### src/lnb_pkg.sv
// ==========================================================================
// Shared constants and types for the local bus port.
package lnb_pkg;
  localparam int CS_NUM = 8;
  localparam int CS_IDX_W = 3;
  localparam int DATA_W = 32;
  localparam int ADDR_W = 32;
  localparam int FIFO_DEPTH = 16;
  localparam int CLK_MHZ = 40;
  localparam int PCI_MHZ_MAX = 66;
  // The PCI clock is the internal clock divided by PCI_DIV (10 MHz here).
  localparam int PCI_DIV = 4;
  localparam logic [1:0] DIV_LAST = 2'(PCI_DIV - 1);
  localparam logic [1:0] DIV_PRE = 2'(PCI_DIV - 2);
  localparam logic [1:0] DIV_HALF = 2'(PCI_DIV / 2);
  // The other bus module may drive the pins within this many internal clocks.
  localparam int REL_IPB = 4;
  localparam int WAIT_W = 16;
  localparam int CNT_W = 17;
  localparam int BEAT_W = 5;
  // Log2 of the words per cache line: 4 to the power of the flag, times 2.
  localparam logic [2:0] WORDS_LOG_SHORT = 3'h1;
  localparam logic [2:0] WORDS_LOG_LONG = 3'h3;
  localparam logic [2:0] BEATS_LOG_FULL = 3'h2;
  localparam logic [5:0] BYTE_BITS = 6'h08;

  typedef enum logic [1:0] {
    MODE_PLAIN = 2'b00,
    MODE_FLASH = 2'b01,
    MODE_GFX = 2'b10
  } lnb_mode_t;

  typedef enum logic [1:0] {
    BW_8 = 2'b00,
    BW_16 = 2'b01,
    BW_32 = 2'b10
  } lnb_width_t;

  typedef struct packed {
    logic [7:0] wait_field_extra;
    logic [7:0] wait_field_primary;
    logic [7:0] dead_count;
    lnb_width_t bus_width;
    lnb_mode_t mode;
    logic burst_enable_bit;
    logic long_burst_enable_bit;
  } lnb_cs_cfg_t;

  typedef struct packed {
    logic [CS_IDX_W-1:0] cs;
    logic read;
    logic sys_burst;
    logic [1:0] size;
    logic [ADDR_W-1:0] addr;
  } lnb_req_t;

  typedef struct packed {
    logic pci_clk;
    logic [CS_NUM-1:0] cs_n;
    logic ts_n;
    logic rw;
    logic oe_n;
    logic [1:0] xfer_size;
    logic [ADDR_W-1:0] addr;
    logic addr_oe_n;
    logic data_oe_n;
    logic ack;
    logic ack_oe_n;
  } lnb_pins_t;

  typedef enum logic [2:0] {
    ST_IDLE = 3'b000,
    ST_SETUP = 3'b001,
    ST_WAIT = 3'b010,
    ST_DATA = 3'b011,
    ST_HOLD = 3'b100,
    ST_DEAD = 3'b101
  } lnb_state_t;
endpackage

### src/lnb_port.sv
// Summary of operation
// - Wait count per chip select joins two config fields, any value 0 to 65535.
// - In single-beat mode acknowledge is an input that may end the pulse early.
// - Start strobe of one PCI clock precedes select in flash or graphics mode and in any burst.
// - Size outputs only in graphics mode, valid around the select pulse.
// - In flash and graphics modes address pins release together with select.
// - After select negates, keep bus for dead cycles unless another module wins.
// - On hand-over to another bus module, skip dead cycles and release quickly.
// - Burst select lasts one plus wait plus cache line beats PCI clocks.
// - Burst acknowledge is an output lasting the cache line beats.
// - Long burst only when burst and long bits set and system bus bursts.
// - Burst acknowledge asserts within wait plus one PCI clocks of select.
// - Burst acknowledge negates before select negates.
// - Each burst beat passes on a rising PCI clock edge, held through it.
// - Burst issues a one PCI clock start strobe, select follows it.
// - Direction valid one PCI clock before select and held one after.
// - Single reads capture data as select negates; slave holds it until then.
// - Eight chip selects; bus timing referenced to the PCI clock.
`timescale 1ns/1ps

// ==========================================================================
// Write data FIFO.
module lnb_fifo #(
  parameter int WIDTH = 32,
  parameter int DEPTH = 16
) (
  input wire logic sys_clk,
  input wire logic sys_rst,
  input wire logic in_valid,
  output logic in_ready,
  input wire logic [WIDTH-1:0] in_data,
  output logic out_valid,
  input wire logic out_ready,
  output logic [WIDTH-1:0] out_data,
  output logic [$clog2(DEPTH):0] level
);
  localparam int PTR_W = $clog2(DEPTH);
  logic [WIDTH-1:0] mem_q [DEPTH];
  logic [PTR_W-1:0] wr_ptr_q;
  logic [PTR_W-1:0] rd_ptr_q;
  logic [PTR_W:0] cnt_q;
  logic [PTR_W:0] cnt_d;
  logic push;
  logic pop;

  // Ready is registered so the source never sees a combinational path.
  assign push = in_valid && in_ready;
  assign pop = out_ready && out_valid;
  assign out_valid = cnt_q != '0;
  assign out_data = mem_q[rd_ptr_q];
  assign level = cnt_q;
  assign cnt_d = cnt_q + (PTR_W+1)'(push) - (PTR_W+1)'(pop);

  // Storage needs no reset; only occupied words are ever read.
  always_ff @(posedge sys_clk) begin
    if (push) begin
      mem_q[wr_ptr_q] <= in_data;
    end
  end

  // Pointers and fill level.
  always_ff @(posedge sys_clk) begin
    if (sys_rst) begin
      wr_ptr_q <= '0;
      rd_ptr_q <= '0;
      cnt_q <= '0;
      in_ready <= 1'b0;
    end else begin
      wr_ptr_q <= wr_ptr_q + PTR_W'(push);
      rd_ptr_q <= rd_ptr_q + PTR_W'(pop);
      cnt_q <= cnt_d;
      in_ready <= cnt_d < (PTR_W+1)'(DEPTH);
    end
  end
endmodule

// ==========================================================================
// Local bus port, non-multiplexed single-beat and burst transfers.
module lnb_port
  import lnb_pkg::*;
(
  input wire logic sys_clk,
  input wire logic sys_rst,
  input lnb_cs_cfg_t [CS_NUM-1:0] cs_cfg,
  input wire logic req_valid,
  input lnb_req_t req,
  output logic req_ready,
  input wire logic wr_valid,
  input wire logic [DATA_W-1:0] wr_data,
  output logic wr_ready,
  output logic rd_valid,
  output logic [DATA_W-1:0] rd_data,
  input wire logic other_grant,
  output logic bus_own,
  output lnb_pins_t pins,
  output logic [DATA_W-1:0] data_out,
  input wire logic [DATA_W-1:0] data_in,
  input wire logic ack_in
);
  lnb_state_t st_q;
  lnb_state_t st_d;
  lnb_req_t cur_q;
  lnb_cs_cfg_t cfg_q;
  lnb_cs_cfg_t new_cfg;
  logic [1:0] div_q;
  logic tick;
  logic pre_tick;
  logic [CNT_W-1:0] cnt_q;
  logic [BEAT_W-1:0] beat_q;
  logic [BEAT_W-1:0] last_beat_q;
  logic [1:0] mask_q;
  logic burst_q;
  logic long_q;
  logic ack_seen_q;
  logic new_burst;
  logic new_long;
  logic start;
  logic pop;
  logic fifo_valid;
  logic [DATA_W-1:0] fifo_data;
  logic [$clog2(FIFO_DEPTH):0] fifo_level;
  logic [WAIT_W-1:0] wait_count;
  logic cs_any;
  logic last_beat;

  // Shift of a beat count: words per line plus beats per word, both as logs.
  function automatic logic [2:0] beat_log(input lnb_width_t w, input logic lng);
    beat_log = (lng ? WORDS_LOG_LONG : WORDS_LOG_SHORT) + (BEATS_LOG_FULL - 3'(w));
  endfunction

  // ========================================================================
  // Request decode.
  assign new_cfg = cs_cfg[req.cs];
  assign new_burst = new_cfg.burst_enable_bit && req.sys_burst;
  assign new_long = new_burst && new_cfg.long_burst_enable_bit;
  assign wait_count = {cfg_q.wait_field_extra, cfg_q.wait_field_primary};
  assign tick = div_q == DIV_LAST;
  assign pre_tick = div_q == DIV_PRE;
  assign cs_any = pins.cs_n != '1;
  assign last_beat = beat_q == last_beat_q;
  // A write starts only when all its words are buffered: the whole line for a burst, one word for a single beat.
  assign start = tick && st_q == ST_IDLE && req_valid && req_ready && !other_grant
      && (req.read || fifo_level >= ($clog2(FIFO_DEPTH)+1)'(new_burst
      ? (5'h01 << (new_long ? WORDS_LOG_LONG : WORDS_LOG_SHORT)) : 5'h01));

  // ========================================================================
  // PCI clock divider; every sequencing step but the hand-over exit from ST_DEAD waits for the tick.
  always_ff @(posedge sys_clk) begin
    if (sys_rst) begin
      div_q <= '0;
    end else begin
      div_q <= tick ? 2'h0 : div_q + 2'h1;
    end
  end

  // ========================================================================
  // Transfer sequencer.
  always_comb begin
    st_d = st_q;
    unique case (st_q)
      ST_IDLE: begin
        if (start) begin
          st_d = ST_SETUP;
        end
      end
      ST_SETUP: begin
        if (tick) begin
          st_d = ST_WAIT;
        end
      end
      ST_WAIT: begin
        if (tick && burst_q && cnt_q == {1'b0, wait_count}) begin
          st_d = ST_DATA;
        end else if (tick && !burst_q
            && (ack_seen_q || cnt_q == {1'b0, wait_count} + 17'h0_0001)) begin
          st_d = ST_HOLD;
        end
      end
      ST_DATA: begin
        if (tick && last_beat) begin
          st_d = ST_HOLD;
        end
      end
      ST_HOLD: begin
        if (tick) begin
          st_d = cfg_q.dead_count == '0 ? ST_IDLE : ST_DEAD;
        end
      end
      ST_DEAD: begin
        if (other_grant) begin
          st_d = ST_IDLE;
        end else if (tick && cnt_q[7:0] == cfg_q.dead_count - 8'h01) begin
          st_d = ST_IDLE;
        end
      end
      default: st_d = ST_IDLE;
    endcase
  end

  always_ff @(posedge sys_clk) begin
    if (sys_rst) begin
      st_q <= ST_IDLE;
      req_ready <= 1'b0;
      bus_own <= 1'b0;
    end else begin
      st_q <= st_d;
      req_ready <= st_d == ST_IDLE;
      bus_own <= st_d != ST_IDLE;
    end
  end

  // Request latch taken at the start of a transfer.
  always_ff @(posedge sys_clk) begin
    if (sys_rst) begin
      cur_q <= '0;
      cfg_q <= '0;
      burst_q <= 1'b0;
      long_q <= 1'b0;
      last_beat_q <= '0;
      mask_q <= '0;
    end else if (start) begin
      cur_q <= req;
      cfg_q <= new_cfg;
      burst_q <= new_burst;
      long_q <= new_long;
      last_beat_q <= new_burst ? BEAT_W'((6'h01 << beat_log(new_cfg.bus_width, new_long))
          - 6'h01) : '0;
      mask_q <= 2'((3'h1 << (BEATS_LOG_FULL - 3'(new_cfg.bus_width))) - 3'h1);
    end
  end

  // Wait, dead and beat counters, plus the sampled slave acknowledge.
  always_ff @(posedge sys_clk) begin
    if (sys_rst) begin
      cnt_q <= '0;
      beat_q <= '0;
      ack_seen_q <= 1'b0;
    end else begin
      if (st_d != st_q) begin
        cnt_q <= '0;
      end else if (tick) begin
        cnt_q <= cnt_q + 17'h0_0001;
      end
      if (st_q != ST_DATA) begin
        beat_q <= '0;
      end else if (tick) begin
        beat_q <= beat_q + 5'h01;
      end
      // Only single-beat transfers listen; a burst drives this line itself.
      if (start) begin
        ack_seen_q <= 1'b0;
      end else if (tick && st_q == ST_WAIT && !burst_q && ack_in) begin
        ack_seen_q <= 1'b1;
      end
    end
  end

  // ========================================================================
  // Pin drivers.
  always_ff @(posedge sys_clk) begin
    if (sys_rst) begin
      pins <= '{pci_clk: 1'b0, cs_n: '1, ts_n: 1'b1, rw: 1'b1, oe_n: 1'b1,
          xfer_size: 2'h0, addr: '0, addr_oe_n: 1'b1, data_oe_n: 1'b1,
          ack: 1'b0, ack_oe_n: 1'b1};
    end else begin
      pins.pci_clk <= div_q < DIV_HALF;
      if (start) begin
        pins.ts_n <= !(new_burst || new_cfg.mode != MODE_PLAIN);
        pins.rw <= req.read;
        pins.addr <= req.addr;
        pins.addr_oe_n <= 1'b0;
        pins.data_oe_n <= req.read;
        pins.xfer_size <= new_cfg.mode == MODE_GFX ? req.size : 2'h0;
      end else if (st_q == ST_SETUP && tick) begin
        pins.ts_n <= 1'b1;
        pins.cs_n <= ~(CS_NUM'(1) << cur_q.cs);
        pins.oe_n <= !cur_q.read;
      end else if (st_d == ST_HOLD && st_q != ST_HOLD) begin
        pins.cs_n <= '1;
        pins.oe_n <= 1'b1;
        if (cfg_q.mode != MODE_PLAIN) begin
          pins.addr_oe_n <= 1'b1;
        end
      end else if (st_q == ST_HOLD && tick) begin
        pins.addr_oe_n <= 1'b1;
        pins.data_oe_n <= 1'b1;
        pins.xfer_size <= 2'h0;
      end
      // Acknowledge drops one internal clock before select so it negates first.
      pins.ack <= st_d == ST_DATA && !(last_beat && (pre_tick || tick));
      pins.ack_oe_n <= !(burst_q && (st_d == ST_WAIT || st_d == ST_DATA));
    end
  end

  // ========================================================================
  // Data path: write words shift out a beat at a time, reads are captured.
  assign pop = fifo_valid && ((start && !req.read) || (st_q == ST_DATA && tick
      && !cur_q.read && (beat_q[1:0] & mask_q) == mask_q && !last_beat));

  lnb_fifo #(
    .WIDTH(DATA_W),
    .DEPTH(FIFO_DEPTH)
  ) u_fifo (
    .sys_clk(sys_clk),
    .sys_rst(sys_rst),
    .in_valid(wr_valid),
    .in_ready(wr_ready),
    .in_data(wr_data),
    .out_valid(fifo_valid),
    .out_ready(pop),
    .out_data(fifo_data),
    .level(fifo_level)
  );

  // The next word loads before the beat edge so it is held through it.
  always_ff @(posedge sys_clk) begin
    if (sys_rst) begin
      data_out <= '0;
    end else if (pop) begin
      data_out <= fifo_data;
    end else if (st_q == ST_DATA && tick && !cur_q.read && !last_beat) begin
      // The last beat keeps its word so the data holds past select negation.
      data_out <= data_out >> (BYTE_BITS << cfg_q.bus_width);
    end
  end

  always_ff @(posedge sys_clk) begin
    if (sys_rst) begin
      rd_valid <= 1'b0;
      rd_data <= '0;
    end else begin
      rd_valid <= cur_q.read && ((st_q == ST_DATA && tick)
          || (st_q == ST_WAIT && st_d == ST_HOLD));
      rd_data <= data_in;
    end
  end

  // ========================================================================
  // Checks. Helper counters measure select and acknowledge lengths.
  logic [23:0] cs_len_q;
  logic [23:0] ack_len_q;
  always_ff @(posedge sys_clk) begin
    if (sys_rst) begin
      cs_len_q <= '0;
      ack_len_q <= '0;
    end else begin
      cs_len_q <= cs_any ? cs_len_q + 24'h00_0001 : '0;
      ack_len_q <= pins.ack ? ack_len_q + 24'h00_0001 : '0;
    end
  end
endmodule

### config.mk
export PLATFORM = sky130hd
export DESIGN_NAME = lnb_port
export DESIGN_NICKNAME = d
export VERILOG_FILES = /design/src/lnb_pkg.sv /design/src/lnb_port.sv
export SDC_FILE = /design/constraint.sdc
export NUM_CORES = 1
export LEC_CHECK = 0
export BUFFER_PORTS_ARGS = -buffer_cell sky130_fd_sc_hd__buf_2
export CORE_UTILIZATION = 40
export CTS_BUF_LIST = sky130_fd_sc_hd__clkbuf_8
export CTS_CLUSTER_DIAMETER = 120
export DETAILED_ROUTE_END_ITERATION = 10
export GPL_TIMING_DRIVEN = 0
export PLACE_DENSITY = 0.61
export SETUP_SLACK_MARGIN = 0.5
export SYNTH_ARGS = -nofsm -noshare
export SYNTH_HDL_FRONTEND = slang
export SYNTH_SLANG_ARGS = --single-unit
### constraint.sdc
create_clock -name sys_clk -period 5.55 [get_ports sys_clk]
set_clock_uncertainty 0.1 [all_clocks]
set_input_delay 0.2775 -clock sys_clk [delete_from_list [all_inputs] [get_ports sys_clk]]
set_output_delay 0.2775 -clock sys_clk [all_outputs]
set_load 0.1 [all_outputs]
==> results.md <==
- Status: finished clean
- Ys flop type: edfxtp_1
- Async set-reset flop share out of synthesis: 0%
- Post-layout net count: 2,983
- Area Growth Syn to Fin: 24.7%
- Via count: 20.2k
- Fillers: 6,339
- H-tree levels: 3
- Final-report setup violation count: 0
- Leakage: 13.3 nW
- Pre-CTS WS: -0.703 ns
- # rows: 100
- Most frequent cells in the layout: 512 x edfxtp_1, 471 x buf_2, 218 x mux4_2
- Fmax: 207 MHz
- Reg2reg path depth: 17
- Post-route clock period utilization: 87.2%
- CP Max Fanout: 11
- Vias per cell: 5.50
- Final GP Congestion: 0.914
- CTS tree: done
- Root Buffer: clkbuf_8
- Postcts setup bufs: 0
- Worst-Skew Late Latency: 0.74 ns
- Grt ovf: 0
- Clk sink count: 711
- Max layer used: met4
- R2R Setup Slk: 1.15 ns
- Final Hold Viols: 0
- RSZ-0062 raised after global routing: no
- Clock slew at reported path FFs: 0.06 ns
- WHS Endpoint: cfg_q[10]
- Hold slack: 0.0790 ns
- Power Dens Cells: 300 nW/um2
- Commonest non-fill, non-tap cell in the layout: edfxtp_1
- Hold path cells: 4
- Mapped cell area: 30,000 um2
- Required time of the worst setup path: 6.07 ns
- Placed cell count: 3,353
- Initial drt markers: 1,811
- Largest net degree at the start of global routing: 19
- Non-Filler Instances: 3,680
- Cells after Synth: 1,891
- Detailed placement HPWL: 64,600 um
- Worst Setup End Kind: flip-flop
- Fin crit period: 4.84 ns
- Worst R2R Start: div_q[1]
- CP arrival: 5.36 ns
- DIE AREA: 76,100 um2
- Met3 Wirelength: 7550 um
- Syn_nets: 2,267
- Register area share after synthesis: 64.6%
- Number of flops mapped to enable cells by yosys: 512
- RR Endpoint: u_fifo.in_ready
- Fin worst setup slack: 0.710 ns
- Synth Area per Inst: 15.9 um2
- Core Region: 74,300 um2
- WS Path Type: primary input to flip-flop
- Post-DR wirelength/cell: 25.0 um
- M1 WL: 36,100 um
- Worst Tran Pin Value: 1.22 ns
- Pre-antenna DRT Iters: 5
- Vias in the first global route: 20.7k
- Synth unique cells: 75
- Share of cells above drive strength 1: 34.5%
- Clk buf depth: 3
- Number of CTS-inserted buffers: 116
- Synth warnings: 0
- DIE WIDTH: 276 um
- DRC: 0
- Seq cells post-synth: 711
- Met2 WL post-DR: 44,500 um
- Worst min-delay path category: primary input to flip-flop
- Worst Min Path Start: cs_cfg[220]
- GRT Total Usage: 23.7%
- I/O Buffers: 464
- Relative slew slack: 18.5%
- Total power: 11.2 mW
- ANT nets after route: 0
- Max Transition Viols Final: 0
- Drt total wl: 92,000 um
- MaxCap Viol Count: 0
- Initial Utilization: 40.4%
- Global-route wire length before repair: 130,000 um
- Critical Path Source Type: primary input
- Height of the die: 276 um
- Ports: 467
- Max VDD drop: 0.254 mV
- Initial antenna violation count: 6
==> power breakdown <==
group | internal (mW) | switching, mW | total (mW)
registers | 5.79 | 0.0427 | 5.83
logic | 0.431 | 0.621 | 1.05
clock network | 2.23 | 2.10 | 4.33
==> cells by family (layout without fill, tap and decap cells) <==
kind of cell | count (synthesis) | in the layout | synth area share [%]
flip-flops | 711 | 711 | 64.6
AND/OR/NAND/NOR | 459 | 459 | 7.47
multiplexers | 271 | 271 | 18.2
AO/OA/AOI/OAI | 206 | 206 | 4.70
buffers and inverters | 152 | 966 | 2.00
XOR/XNOR | 65 | 65 | 1.90
adder cells (fa/ha/maj) | 27 | 27 | 1.15
other | 0 | 6 | 0
==> layout make-up <==
cell class,count,area [um2],area share (%)
clock buffer,132,1820,4.86
antenna,6,15.0,0.0402
multi-input combinational,1028,10200,27.1
buffer,123,498,1.33
tap,969,1210,3.24
sequential,711,19400,51.8
inverter,29,110,0.294
clock inverter,84,419,1.12
timing repair buffer,598,3810,10.2
==> registers in the layout, summed over array words and instances, names as in the netlist, 2 cells and up <==
signal / cells
u_fifo.mem_q: 512
beat_q: 5
cur_q: 4
u_fifo.rd_ptr_q: 4
pins: 50
div_q: 2
last_beat_q: 5
rd_data: 32
cnt_q: 17
cfg_q: 28
st_q: 3
u_fifo.wr_ptr_q: 4
data_out: 32
u_fifo.level: 5
mask_q: 2
==> metal layers <==
metal  track usage [%]  vias to the layer above
li1                  -                     8861
met1              29.9                    10200
met2              39.5                      954
met3              5.29                      223
met4              9.72                        0
met5                 0                        -
==> cells in the mapped netlist (10+ instances only) <==
cell type	number	share of area, %
xor2_1	37	1.1
mux2i_1	32	1.1
a22oi_1	27	0.68
nor2b_1	46	0.96
nand2_1	129	1.6
mux4_2	218	16
a211oi_1	45	1.1
nor3_1	47	0.78
dfxtp_1	199	13
inv_1	28	0.35
a31oi_1	10	0.21
nand2b_1	14	0.29
nor3_2	10	0.33
edfxtp_1	512	51
xnor2_1	28	0.82
ha_1	26	1.1
clkbuf_1	81	1.0
a21oi_1	67	1.1
buf_1	30	0.38
nand3_1	35	0.58
nor2_1	117	1.5
mux2_2	20	0.75
nand4_1	10	0.21
==> worst max-delay path by stage <==
stage	start	to	slack, ns	cells after the start
floorplan	req[36]	u_fifo.in_ready	0.80	22
global placement	u_fifo.in_ready	u_fifo.mem_q[0][11]	-1.79	4
detailed placement	req[37]	u_fifo.in_ready	-0.70	22
CTS	req[37]	u_fifo.in_ready	0.54	22
global route	req[36]	u_fifo.in_ready	0.55	22
finish	req[37]	u_fifo.in_ready	0.71	22
==> critical path, cell delays in order <==
cell	delay [ns]
buf_2	0.16
buf_4	0.26
mux2_2	0.38
o22ai_2	0.22
nor2_1	0.10
nand2_1	0.17
ha_1	0.26
nand2b_1	0.15
a211o_1	0.29
a2111o_1	0.46
a32o_1	0.29
nand2_2	0.17
clkinv_2	0.19
buf_2	0.26
ha_1	0.30
inv_1	0.04
ha_1	0.21
fa_1	0.44
a21oi_1	0.18
o21bai_1	0.10
xnor2_1	0.23
nor2b_1	0.19
==> metrics by stage <==
step | utilization, % | cell area [um2] | TNS [ns]
floorplan | - | 30000 | 0
global route | 50.3 | 37400 | 0
detailed placement | 45.8 | 34100 | -2.15
CTS | 50.3 | 37400 | 0
global placement | 45.1 | 33500 | -199.85
finish | 50.3 | 37400 | 0
==> repair_timing <==
item | CTS | global route
setup endpoints to repair | 3 | 2
hold buffers | 105 | 0
hold endpoints to repair | 595 | 0
gates resized for setup | 4 | 3
(Power assumes the default switching activity.)
